--- src/verilog/i2chc_pkg.sv ---
`default_nettype none
package i2chc_pkg;
	localparam int DW = 8;
	localparam int SWA_W = 3;
	localparam int DEVA_W = 2;
	localparam int CMD_W = 4;
	localparam int STEP_W = 3;
	localparam int CNT_W = 16;
	localparam int CLK_NS = 5;
	localparam int XFER_N = 2;
	// Own register offsets
	localparam logic [SWA_W-1:0] SW_CMD = 3'h0;
	localparam logic [SWA_W-1:0] SW_DATA = 3'h1;
	localparam logic [SWA_W-1:0] SW_CTRL = 3'h2;
	localparam logic [SWA_W-1:0] SW_CFG = 3'h3;
	localparam logic [SWA_W-1:0] SW_STAT = 3'h4;
	localparam logic [SWA_W-1:0] SW_MODE = 3'h5;
	localparam logic [SWA_W-1:0] SW_RX = 3'h6;
	// Device register offsets
	localparam logic [DEVA_W-1:0] ADR_CTRL = 2'h0;
	localparam logic [DEVA_W-1:0] ADR_DATA = 2'h1;
	localparam logic [DEVA_W-1:0] ADR_MODE = 2'h2;
	localparam logic [DEVA_W-1:0] ADR_EXT = 2'h3;
	// Control register fields
	localparam int BIT_BUSY = 7;
	localparam int BIT_DIR = 4;
	localparam int BIT_ACK_CHK = 1;
	localparam logic [DW-1:0] M_BUSY = 8'h80;
	localparam logic [DW-1:0] M_START_STOP = 8'h40;
	localparam logic [DW-1:0] M_DIR = 8'h10;
	localparam logic [DW-1:0] M_ACK_CHK = 8'h02;
	localparam logic [DW-1:0] M_IRQ = 8'h01;
	localparam int BC_W = 3;
	localparam logic [BC_W-1:0] BC_ZERO = 3'h0;
	localparam logic [1:0] CANCEL_ALL = 2'h3;
	localparam int ST_DONE = 1;
	localparam logic [DW-1:0] RST_BYTE = 8'h00;
	localparam logic [CMD_W-1:0] CMD_NONE = 4'h0;
	localparam logic [CMD_W-1:0] CMD_INIT = 4'h1;
	localparam logic [CMD_W-1:0] CMD_RESTART = 4'h2;
	localparam logic [CMD_W-1:0] CMD_STOP = 4'h3;
	localparam logic [CMD_W-1:0] CMD_CLRIRQ = 4'h4;
	localparam logic [CMD_W-1:0] CMD_SLVRD = 4'h5;
	localparam logic [CMD_W-1:0] CMD_TX = 4'h6;
	localparam logic [CMD_W-1:0] CMD_RELEASE = 4'h7;
	localparam logic [CMD_W-1:0] CMD_ACKFIX = 4'h8;
	localparam logic [CMD_W-1:0] CMD_MODE = 4'h9;
	typedef enum logic [3:0] {
		OP_END, OP_WR, OP_RD, OP_MSTP, OP_WST, OP_W9, OP_WLO, OP_PBC, OP_PBSY
	} i2chc_op_t;
	typedef enum logic [5:0] {
		ST_IDLE = 6'h01,
		ST_DISP = 6'h02,
		ST_RSTB = 6'h04,
		ST_RCAP = 6'h08,
		ST_WAIT = 6'h10,
		ST_DLY = 6'h20
	} i2chc_state_t;
endpackage // i2chc_pkg
`default_nettype wire

--- src/verilog/i2chc_host.sv ---
// Behaviour
// (RULE1) After a repeated start request, write data only once start is seen on bus.
// (RULE2) Both cancel bits set to 1 lift all the software timing restrictions.
// (RULE3) Issue stop only after clock reads low following the 9th clock rise; the code takes the first clock rise after the command, without counting clocks.
// (RULE4) In master wait mode clear the transfer flag only with clock low.
// (RULE5) Clearing the flag during stretched clock high may forge start or stop.
// (RULE6) Slave transmit: no data or control access in the restricted interval.
// (RULE7) Mode register bit counter reads 000 during 8th or 9th clock.
// (RULE8) Counter at zero: wait two transfer clock periods before the access.
// (RULE9) Slave direction write takes effect at once in the early window.
// (RULE10) Slave direction write elsewhere waits for 9th clock rise or stop.
// (RULE11) Repeated start without stop keeps transmit; no acknowledge for address.
// (RULE12) Clear direction select inside the immediate window to receive addresses.
// (RULE13) Release held clock: clear direction select, then dummy read data.
// (RULE14) Wrong direction data access may let clock pulses out too early.
// (RULE15) Read data only in receive direction, write only in transmit.
// (RULE16) Unhandled not-acknowledge may raise interrupt on a mismatched address.
// (RULE17) Slave transmit start or address may set flag despite mismatch.
// (RULE18) Clearing acknowledge check enable zeroes the received acknowledge bit.
// (RULE19) Select receive before the next start when leaving slave transmit.
// (RULE20) Device leaves reset in module stop; access only after cancelling it.
// (RULE21) Change mode bits only after the bus busy bit reads 0.
//
// Implementation choices: the address-and-strobe port and the placing of the registers.
`default_nettype none
module i2chc_host #(
	parameter int TCLK_NS = 10000
) (
	input wire logic sys_clk,
	input wire logic rst,
	input wire logic [i2chc_pkg::SWA_W-1:0] sw_addr,
	input wire logic [i2chc_pkg::DW-1:0] sw_wdata,
	input wire logic sw_wr,
	input wire logic sw_rd,
	output logic [i2chc_pkg::DW-1:0] sw_rdata,
	output logic [i2chc_pkg::DEVA_W-1:0] dev_addr,
	output logic [i2chc_pkg::DW-1:0] dev_wdata,
	output logic dev_wr,
	output logic dev_rd,
	input wire logic [i2chc_pkg::DW-1:0] dev_rdata,
	output logic dev_mstop,
	input wire logic scl_in,
	input wire logic sda_in
);
	import i2chc_pkg::*;

	localparam int DLY_CYC = (XFER_N * TCLK_NS + CLK_NS - 1) / CLK_NS;
	localparam logic [CNT_W-1:0] DLY_LAST = CNT_W'(DLY_CYC - 1);

	i2chc_state_t st_q;
	i2chc_op_t op;
	logic [DEVA_W-1:0] op_adr;
	logic [DW-1:0] op_dat;
	logic [CMD_W-1:0] cmd_q;
	logic [STEP_W-1:0] step_q;
	logic [CNT_W-1:0] cnt_q;
	logic [DW-1:0] data_q, ctrl_q, mode_q, rx_q, last_rd_q;
	logic [DW-1:0] dev_wdata_q, sw_rdata_q;
	logic [DEVA_W-1:0] dev_addr_q;
	logic [1:0] cfg_q;
	logic [1:0] scl_sy_q, sda_sy_q;
	logic scl_p_q, sda_p_q, scl_s, sda_s;
	logic dev_wr_q, dev_rd_q, mstop_q;
	logic done_q, err_q, ph_q, start_seen_q, bc_ok_q;
	logic busy, cancel_on, is_wait, skip, cmd_go, cmd_bad;
	logic start_det, scl_rise, wait_ok, dly_end, stat_clr;

	// Pin synchronisers
	always_ff @(posedge sys_clk or posedge rst) begin
		if (rst) begin
			scl_sy_q <= 2'h3;
			sda_sy_q <= 2'h3;
			scl_p_q <= 1'b1;
			sda_p_q <= 1'b1;
		end else begin
			scl_sy_q <= {scl_sy_q[0], scl_in};
			sda_sy_q <= {sda_sy_q[0], sda_in};
			scl_p_q <= scl_sy_q[1];
			sda_p_q <= sda_sy_q[1];
		end
	end

	assign scl_s = scl_sy_q[1];
	assign sda_s = sda_sy_q[1];
	assign start_det = scl_s && scl_p_q && sda_p_q && !sda_s;
	assign scl_rise = scl_s && !scl_p_q;
	assign busy = (st_q != ST_IDLE);
	assign cancel_on = (cfg_q == CANCEL_ALL); // RULE2
	assign cmd_bad = mstop_q && (sw_wdata[CMD_W-1:0] != CMD_INIT); // RULE20
	assign cmd_go = sw_wr && (sw_addr == SW_CMD) && !busy && !cmd_bad;
	assign stat_clr = sw_wr && (sw_addr == SW_STAT);

	// Command sequences
	always_comb begin
		op = OP_END;
		op_adr = ADR_CTRL;
		op_dat = ctrl_q;
		case (cmd_q)
			CMD_INIT: begin
				case (step_q)
					3'h0: op = OP_MSTP; // RULE20
					3'h1: begin
						op = OP_WR;
						op_adr = ADR_EXT;
						op_dat = {6'h00, cfg_q}; // RULE2
					end
					default: op = OP_END;
				endcase
			end
			CMD_RESTART: begin
				case (step_q)
					3'h0: begin
						op = OP_WR;
						op_dat = (ctrl_q | M_BUSY) & ~M_START_STOP;
					end
					3'h1: op = OP_WST; // RULE1
					3'h2: begin
						op = OP_WR;
						op_adr = ADR_DATA;
						op_dat = data_q;
					end
					default: op = OP_END;
				endcase
			end
			CMD_STOP: begin
				case (step_q)
					3'h0: op = OP_W9; // RULE3
					3'h1: begin
						op = OP_WR;
						op_dat = ctrl_q & ~(M_BUSY | M_START_STOP);
					end
					default: op = OP_END;
				endcase
			end
			CMD_CLRIRQ: begin
				case (step_q)
					3'h0: op = OP_WLO; // RULE4 RULE5
					3'h1: begin
						op = OP_WR;
						op_dat = ctrl_q & ~M_IRQ;
					end
					default: op = OP_END;
				endcase
			end
			CMD_SLVRD: begin
				case (step_q)
					3'h0: begin
						op = OP_PBC; // RULE6 RULE7
						op_adr = ADR_MODE;
					end
					3'h1: begin
						op = OP_WR;
						op_dat = ctrl_q & ~M_DIR; // RULE15
					end
					3'h2: begin
						op = OP_RD;
						op_adr = ADR_DATA;
					end
					default: op = OP_END;
				endcase
			end
			CMD_TX: begin
				case (step_q)
					3'h0: begin
						op = OP_WR;
						op_dat = ctrl_q | M_DIR; // RULE14 RULE15
					end
					3'h1: begin
						op = OP_WR;
						op_adr = ADR_DATA;
						op_dat = data_q;
					end
					default: op = OP_END;
				endcase
			end
			CMD_RELEASE: begin
				case (step_q)
					3'h0: begin
						op = OP_WR;
						op_dat = ctrl_q & ~M_DIR; // RULE12 RULE19
					end
					3'h1: begin
						op = OP_RD; // RULE13
						op_adr = ADR_DATA;
					end
					default: op = OP_END;
				endcase
			end
			CMD_ACKFIX: begin
				case (step_q)
					3'h0: begin
						op = OP_WR;
						op_dat = ctrl_q & ~M_ACK_CHK; // RULE18 RULE16 RULE17
					end
					3'h1: op = OP_WR;
					default: op = OP_END;
				endcase
			end
			CMD_MODE: begin
				case (step_q)
					3'h0: op = OP_PBSY; // RULE21
					3'h1: begin
						op = OP_WR;
						op_adr = ADR_MODE;
						op_dat = mode_q;
					end
					default: op = OP_END;
				endcase
			end
			default: op = OP_END;
		endcase
	end

	assign is_wait = (op == OP_WST) || (op == OP_W9) || (op == OP_WLO) || (op == OP_PBC) || (op == OP_PBSY);
	assign skip = is_wait && cancel_on; // RULE2
	assign wait_ok = ((op == OP_WST) && start_det) || ((op == OP_WLO) && !scl_s) || ((op == OP_W9) && ph_q && !scl_s);
	assign dly_end = (st_q == ST_DLY) && (cnt_q == DLY_LAST);

	// Sequencer
	always_ff @(posedge sys_clk or posedge rst) begin
		if (rst) begin
			st_q <= ST_IDLE;
			cmd_q <= CMD_NONE;
			step_q <= '0;
			cnt_q <= '0;
			ph_q <= 1'b0;
		end else begin
			case (st_q)
				ST_IDLE: begin
					if (cmd_go) begin
						cmd_q <= sw_wdata[CMD_W-1:0];
						step_q <= '0;
						st_q <= ST_DISP;
					end
				end
				ST_DISP: begin
					if (skip) begin
						step_q <= step_q + 3'h1;
					end else begin
						case (op)
							OP_WR, OP_MSTP: step_q <= step_q + 3'h1;
							OP_RD, OP_PBC, OP_PBSY: st_q <= ST_RSTB;
							OP_WST, OP_W9, OP_WLO: begin
								ph_q <= 1'b0;
								st_q <= ST_WAIT;
							end
							default: st_q <= ST_IDLE;
						endcase
					end
				end
				ST_RSTB: st_q <= ST_RCAP;
				ST_RCAP: begin
					if ((op == OP_PBSY) && dev_rdata[BIT_BUSY]) begin
						st_q <= ST_DISP; // RULE21
					end else if ((op == OP_PBC) && (dev_rdata[BC_W-1:0] == BC_ZERO)) begin
						cnt_q <= '0;
						st_q <= ST_DLY; // RULE8
					end else begin
						step_q <= step_q + 3'h1;
						st_q <= ST_DISP;
					end
				end
				ST_WAIT: begin
					if (scl_rise) begin
						ph_q <= 1'b1; // RULE3
					end
					if (wait_ok) begin
						step_q <= step_q + 3'h1;
						st_q <= ST_DISP;
					end
				end
				ST_DLY: begin
					cnt_q <= cnt_q + 16'h0001;
					if (dly_end) begin
						step_q <= step_q + 3'h1; // RULE8
						st_q <= ST_DISP;
					end
				end
				default: st_q <= ST_IDLE;
			endcase
		end
	end

	// Device register port
	always_ff @(posedge sys_clk or posedge rst) begin
		if (rst) begin
			dev_wr_q <= 1'b0;
			dev_rd_q <= 1'b0;
			dev_addr_q <= ADR_CTRL;
			dev_wdata_q <= RST_BYTE;
			mstop_q <= 1'b1; // RULE20
		end else begin
			dev_wr_q <= 1'b0;
			dev_rd_q <= 1'b0;
			if ((st_q == ST_DISP) && !skip) begin
				case (op)
					OP_WR: begin
						dev_wr_q <= 1'b1;
						dev_addr_q <= op_adr;
						dev_wdata_q <= op_dat;
					end
					OP_RD, OP_PBC, OP_PBSY: begin
						dev_rd_q <= 1'b1;
						dev_addr_q <= op_adr;
					end
					OP_MSTP: mstop_q <= 1'b0; // RULE20
					default: dev_wr_q <= 1'b0;
				endcase
			end
		end
	end

	// Read capture and guards
	always_ff @(posedge sys_clk or posedge rst) begin
		if (rst) begin
			last_rd_q <= RST_BYTE;
			rx_q <= RST_BYTE;
			start_seen_q <= 1'b0;
			bc_ok_q <= 1'b0;
		end else begin
			if (st_q == ST_RCAP) begin
				last_rd_q <= dev_rdata;
				if (op == OP_RD) begin
					rx_q <= dev_rdata;
				end
			end
			if (start_det) begin
				start_seen_q <= 1'b1;
			end else if (cmd_go) begin
				start_seen_q <= 1'b0;
			end
			if (cmd_go) begin
				bc_ok_q <= 1'b0;
			end else if (dly_end || ((st_q == ST_RCAP) && (op == OP_PBC) && (dev_rdata[BC_W-1:0] != BC_ZERO))) begin
				bc_ok_q <= 1'b1;
			end
		end
	end

	// Own registers
	always_ff @(posedge sys_clk or posedge rst) begin
		if (rst) begin
			data_q <= RST_BYTE;
			ctrl_q <= RST_BYTE;
			mode_q <= RST_BYTE;
			cfg_q <= 2'h0;
			done_q <= 1'b0;
			err_q <= 1'b0;
		end else begin
			if (sw_wr && !busy) begin
				case (sw_addr)
					SW_DATA: data_q <= sw_wdata;
					SW_CTRL: ctrl_q <= sw_wdata;
					SW_MODE: mode_q <= sw_wdata;
					SW_CFG: cfg_q <= sw_wdata[1:0];
					default: cfg_q <= cfg_q;
				endcase
			end
			done_q <= ((st_q == ST_DISP) && !skip && (op == OP_END)) || (done_q && !stat_clr);
			err_q <= (sw_wr && (sw_addr == SW_CMD) && (busy || cmd_bad)) || (err_q && !stat_clr);
		end
	end

	always_ff @(posedge sys_clk or posedge rst) begin
		if (rst) begin
			sw_rdata_q <= RST_BYTE;
		end else if (sw_rd) begin
			case (sw_addr)
				SW_CMD: sw_rdata_q <= {4'h0, cmd_q};
				SW_DATA: sw_rdata_q <= data_q;
				SW_CTRL: sw_rdata_q <= ctrl_q;
				SW_CFG: sw_rdata_q <= {6'h00, cfg_q};
				SW_STAT: sw_rdata_q <= {2'h0, sda_s, scl_s, mstop_q, err_q, done_q, busy};
				SW_MODE: sw_rdata_q <= mode_q;
				SW_RX: sw_rdata_q <= rx_q;
				default: sw_rdata_q <= RST_BYTE;
			endcase
		end else begin
			sw_rdata_q <= RST_BYTE;
		end
	end

	assign sw_rdata = sw_rdata_q;
	assign dev_addr = dev_addr_q;
	assign dev_wdata = dev_wdata_q;
	assign dev_wr = dev_wr_q;
	assign dev_rd = dev_rd_q;
	assign dev_mstop = mstop_q;
endmodule // i2chc_host
`default_nettype wire

--- config.mk ---
export PLATFORM = sky130hd
export DESIGN_NAME = i2chc_host
export DESIGN_NICKNAME = d
export VERILOG_FILES = /design/src/verilog/i2chc_pkg.sv /design/src/verilog/i2chc_host.sv
export SDC_FILE = /design/constraint.sdc
export NUM_CORES = 1
export LEC_CHECK = 0
export BUFFER_PORTS_ARGS = -buffer_cell sky130_fd_sc_hd__buf_4
export CAP_MARGIN = 0
export CORE_MARGIN = 3
export CORE_UTILIZATION = 39
export CTS_BUF_LIST = sky130_fd_sc_hd__clkbuf_16
export CTS_CLUSTER_SIZE = 12
export DETAILED_ROUTE_END_ITERATION = 7
export GPL_TIMING_DRIVEN = 0
export HOLD_SLACK_MARGIN = 0.08
export SLEW_MARGIN = 20
export SYNTH_ARGS = -nofsm -noshare
export SYNTH_HDL_FRONTEND = slang
export SYNTH_SLANG_ARGS = --single-unit
--- constraint.sdc ---
create_clock -name sys_clk -period 3.15 [get_ports sys_clk]
set_input_delay 0.315 -clock sys_clk [delete_from_list [all_inputs] [get_ports sys_clk]]
set_output_delay 0.315 -clock sys_clk [all_outputs]
set_load 0.005 [all_outputs]
# Yosys cells after proc, flatten, opt, wreduce, memory -nomap -nowiden
# Cells that the tools add are included.
# word_totals
output_inout_bits	21
ff_bits	93
input_bits	25
elab_cells	191
# classes
mux	54
addsub	2
n_eq_ne	46
n_reduce_logical	67
# op_table
operator	count
$pmux 8 s9	1
$pmux 8 s7	1
$mux 6	6
$pmux 6 s6	1
$eq 4x3->1 const B	8
$mux 16	2
$mux 8	4
$pmux 16 s2	1
$pmux 4 s8	1
$pmux 8 s2	2
$logic_and 1x1->1	23
$mux 3	7
$ne 2x2->1 const B	9
$pmux 3 s2	3
$pmux 6 s3	1
$reduce_and 2->1	9
$add 16x1->16 const B	1
$eq 16x12->1 const B	1
$eq 4x2->1 const B	4
$pmux 3 s5	1
$eq 4x4->1 const B	3
$pmux 2 s2	3
$mux 1	11
$mux 5	2
other kinds (34)	64

# Longest topological paths before layout
# depth
depth_word	14
mapped_depth	13
ltp_nobuf	10

# Worst setup path before layout
# No wires, ideal clock.
# synth_path
path_type	flip-flop to flip-flop
startpoint	reg step_q[1]
endpoint	reg step_q[0]
t_required_ns	3.023
path_slack_ns	-0.173
t_arrival_ns	3.196
synth_period_minus_slack_ns	3.323
setup_time_ns	0.127
path_stages_with_launch	13
n_path_buf	2
path_cell_list	dfrtp_1 > inv_1 > ha_1 > buf_4 > or4b_4 > or3_1 > and3_4 > buf_6 > or4_4 > o211ai_2 > a21boi_2 > nor4_2 > mux2_1
# synth_via
elab_chain_cells	12
elab_cells_between_ends	42
cone_classes	eq/ne (13); mux (11); reduce/logical (18)
# synth_rtl
element	line	source
from (decl)	i2chc_host.sv:55	logic [STEP_W-1:0] step_q;
from (signal assigned)	i2chc_host.sv:238	step_q <= step_q + 3'h1;
from (signal assigned)	i2chc_host.sv:241	OP_WR, OP_MSTP: step_q <= step_q + 3'h1;
from (signal assigned)	i2chc_host.sv:259	step_q <= step_q + 3'h1;
$eq 3x2->1, or another cell as far along	i2chc_host.sv:111, i2chc_host.sv:146	
$reduce_or 2->1 (no line)	--	
$pmux 3 s2 / $mux 1 (equally long branches)	i2chc_host.sv:111, i2chc_host.sv:163, i2chc_host.sv:190	
$pmux 4 s8 (*)	i2chc_host.sv:98	case (cmd_q)
$eq 4x3->1	i2chc_host.sv:214, i2chc_host.sv:216	
$logic_or 1x1->1 (4 in a row)	i2chc_host.sv:214	assign is_wait = (op == OP_WST) || (op == OP_W9) || (op == OP_WLO) || (op == OP_PBC) || (op == OP_PBSY);
$logic_and 1x1->1	i2chc_host.sv:215	assign skip = is_wait && cancel_on;
$ne 3x2->1 (no line) / $mux 3 (equally long branches)	--	
$reduce_and 7->1 (no line) / $pmux 3 s5 (equally long branches)	--	
# Mark *: on every way between the ends. The rest lies on a longest branch, timed or not.
# A chain may end at the register's enable or synchronous reset.

# Worst setup path after layout
# layout_path
startpoint	reg step_q[1]
endpoint	reg step_q[2]
# layout_via
elab_chain_cells	12
elab_cells_between_ends	48
cone_classes	add/sub (1); eq/ne (13); mux (16); reduce/logical (18)
# layout_rtl
element	line
$eq 3x2->1, or another cell as far along	i2chc_host.sv:111, i2chc_host.sv:146
$reduce_or 2->1 (no line)	--
$pmux 3 s2 / $mux 1 (equally long branches)	i2chc_host.sv:111, i2chc_host.sv:163, i2chc_host.sv:190
$pmux 4 s8	i2chc_host.sv:98
$eq 4x3->1	i2chc_host.sv:214, i2chc_host.sv:216
$logic_or 1x1->1 (4 in a row)	i2chc_host.sv:214
$logic_and 1x1->1	i2chc_host.sv:215
$ne 3x2->1 (no line) / $mux 3 (equally long branches)	--
$reduce_and 7->1 (no line) / $pmux 3 s5 (equally long branches)	--
# Parallel ways exist; a longest one is shown, timed or not. The select of a mux whose other input is x is not followed.

==> results.cfg <==
[synth]
synth-seq-area-share = 0.466
synth_top_family_by_area = simple AND/OR/NAND/NOR gates
yosysTopAreaCellShare = 0.424
synth_edf_count = 0
synth_mux_area_frac = 0.120
synth-async-reset-ratio = 1.00
synth_xor_xnor_area_share = 0.0227
ys.flop_type = dfrtp_1
netlist_area_um2 = 5020
synthAdderAreaFrac = 0.0125
synth-simple-area-share = 0.196
yosys.area.top_type = dfrtp_1
netlist-cell-type-count = 68
syn-num-nets = 531
ys_ff_latch = 93
synth_cells = 501
synth.area.top_cells = dfrtp_1 (42%), mux2_2 (8.3%), dfstp_2 (4.2%)
syn_area_per_cell_um2 = 10.0
yosys_warnings = 0
synth-compound-area-share = 0.148

[worst_setup_path]
r2r-end = step_q[2]$_DFFE_PP0P_
critical_path.startpoint = step_q[1]$_DFFE_PP0P_
arrival_ps = 3370
crit_path_end = step_q[2]$_DFFE_PP0P_
critPathKind = flip-flop to flip-flop
r2r-start = step_q[1]$_DFFE_PP0P_
cp-start-kind = flip-flop
worst-r2r-cell-count = 10
worst-endpoint-required_ps = 3390
critPathMaxFanout = 4
end_kind = flip-flop
r2r_slack_ps = 20

[floorplan]
initial_core_util = 0.408
dieArea_um2 = 14300
dieHeight_um = 119
core_um2 = 12300
row_count = 40
pin_count = 46
chipWidth_um = 119

[pwr]
p_comb_frac = 0.428
vdd_drop_max_mv = 0.429
power_mw = 5.01
p_sw_frac = 0.384
clkPwrFrac = 0.220
p_int_mw = 3.09
leakage_nw = 2.62
seqPwrFrac = 0.352
power.density_nw_per_um2 = 819
switchingPower_mw = 1.92

[routing]
drc = 0
wl_per_cell_um = 18.2
postRouteAntennaNets = 0
first_pass_iters = 5
wirelength_mm = 13.6
vias = 4234
initialDrtViolationCount = 213
vias_per_cell = 5.67

[final_layout]
layout-drive-gt1-share = 0.276
fillerInstances = 1173
syn2layout_area_growth_pct = 22.0
stdcell_count = 747
ff_latch_area_um2 = 2340
antenna_cells = 0
nNetsFinal = 604
multi_input_area_um2 = 2600

[clocking]
cts_tree = built
clk_latency_ps = 350
cts.path.max_buffers = 2
cts_made_buffers = 9
clock_sinks = 93
clk_pin_slew_ps = 70
htreeDepth = 3
cts_root_buf = clkbuf_16

[global_routing]
grt.busiest_layer = met2
grt_max_degree = 57
first_global_vias = 4164
use_met1 = 0.265
grt_usage = 0.198
grt_antenna_before_repair = 0
met2_usage = 0.310
grtUsageMet3 = 0.0380
grt_first_pass_wirelength_mm = 22.1
overflow = 0

[timing]
worst_slack_ps = 16.2
timing.fmax_mhz = 319
grt_setup_unrepaired = true
setup_viol = 0
finClkSkew_ps = 5.47
finalHoldViolations = 0
maxSlewHeadroom = 0.538
finalCritPeriodShare = 0.995
tightestPinTransition_ps = 693
min_period_ps = 3130
slew_viol_final = 0

[run_status]
status = finished, final reports clean

[placement]
hpwl_mm = 9.77
portBuffers = 44
post-place-cells = 715
place.gp.congestion = 0.847
place_ws_ps = -621

[worst_hold_path]
hold_path.class = input port to asynchronous set/reset pin

[flow_run]
maxCapViolations = 0
cell usage after synthesis, drive strengths merged, types with 6 or more instances:
library cell and n:
a211oi 12, a21oi 21, buf 11, clkbuf 16, dfrtp 85, dfstp 8
inv 14, mux2 38, mux2i 15, nand2 46, nand2b 14, nand3 15
nand4 6, nor2 47, nor3 8, nor3b 9, o21ai 28, or3 10
or4 7, xnor2 6, xor2 7
flip-flops by register name, indices dropped and copies added (netlist names), 3 cells and up:
| signal | flops |
|---|---|
| cmd_q | 4 |
| cnt_q | 16 |
| ctrl_q | 8 |
| data_q | 8 |
| dev_wdata | 8 |
| mode_q | 8 |
| rx_q | 8 |
| st_q | 6 |
| step_q | 3 |
| sw_rdata | 8 |
cell usage in the layout, fill, tap and decap left out, types with 3 or more instances in the layout:
cell type and instances:
xor2_1 7, buf_1 5, a222oi_1 4, clkbuf_1 12, or4_1 6, a22oi_1 4
o211ai_1 4, a221oi_1 4, and3_1 3, nor2b_1 5, nor3_1 8, nand4_1 6
o21ai_0 26, o31ai_1 3, mux2i_1 15, mux2_2 37, buf_4 63, nand2b_1 13
nand2_1 46, nor3b_1 6, buf_2 3, dfstp_2 8, a21oi_1 21, clkbuf_16 9
xnor2_1 6, o22a_1 3, nand3_1 15, dfrtp_1 84, nor2_1 46, or3_1 8
inv_1 11, a211oi_1 12, a31oi_1 4, a22o_1 3
worst max-delay path, stage by stage, from the launching register on:
cell      delay [ps]
dfrtp_2          430
inv_4             90
ha_4             150
or4b_4           470
or3_4            380
and3_4           190
or4_4            410
o211ai_2          80
a21boi_2         110
or4_1            490
a22o_1           210
worst min-delay path by stage:
stage	startpoint	to	cells after the start
after detailed placement	scl_sy_q[0]$_DFF_PP1_	scl_sy_q[1]$_DFF_PP1_	0
after global routing	rst	mode_q[5]$_DFFE_PP0P_	2
after floorplan	scl_in	scl_sy_q[0]$_DFF_PP1_	0
final	rst	mode_q[5]$_DFFE_PP0P_	2
after global placement	sda_sy_q[0]$_DFF_PP1_	sda_sy_q[1]$_DFF_PP1_	0
after CTS	rst	mode_q[5]$_DFFE_PP0P_	2
repair_timing:
| action | CTS | global route |
|---|---|---|
| pin swaps | 4 | 9 |
| setup endpoints to repair | 42 | 34 |
| hold buffers | 2 | 0 |
| resized for setup | 17 | 11 |
| setup buffers | 10 | 7 |
| hold endpoints to repair | 2 | 0 |
per-stage QoR:
stage,TNS [ps],cell area [µm²],hold WS [ps],utilization
after global placement,-67780,5570,345,0.453
after global routing,-156,6120,131,0.497
after floorplan,-53.2,5030,319,-
after CTS,-45.8,6070,99.1,0.493
after detailed placement,-16130,5610,347,0.455
final,0,6120,72.8,0.497
power by group through the flow:
stage / clock, mW / sequential, mW / combinational [mW]
finish: 1.10 / 1.76 / 2.15
global route: 1.19 / 1.80 / 2.36
CTS: 1.13 / 1.76 / 2.07
detailed placement: 0 / 1.78 / 1.89
global placement: 0 / 1.77 / 1.87
floorplan: 0 / 1.69 / 1.38
cell families (layout without fill, tap and decap cells):
logic type	Yosys count	after routing
AO/OA/AOI/OAI	109	109
multiplexers	54	54
flip-flops	93	93
buffers and inverters	41	119
adder cells (fa/ha/maj)	5	5
AND/OR/NAND/NOR	186	186
XOR/XNOR	13	13
metal layers:
layer	routed length [µm]	share of wire
met1	6080	0.45
met2	6300	0.46
met3	787	0.058
met4	423	0.031
met5	0	0
final cells by class:
| type | instances | area share |
|---|---|---|
| buffer | 24 | 0.0176 |
| clock buffer | 9 | 0.0368 |
| clock inverter | 7 | 0.0119 |
| inverter | 14 | 0.00940 |
| multi-input combinational | 367 | 0.425 |
| sequential | 93 | 0.382 |
| tap | 168 | 0.0343 |
| timing repair buffer | 65 | 0.0826 |
Note: power is estimated with default switching activity, not from simulation.
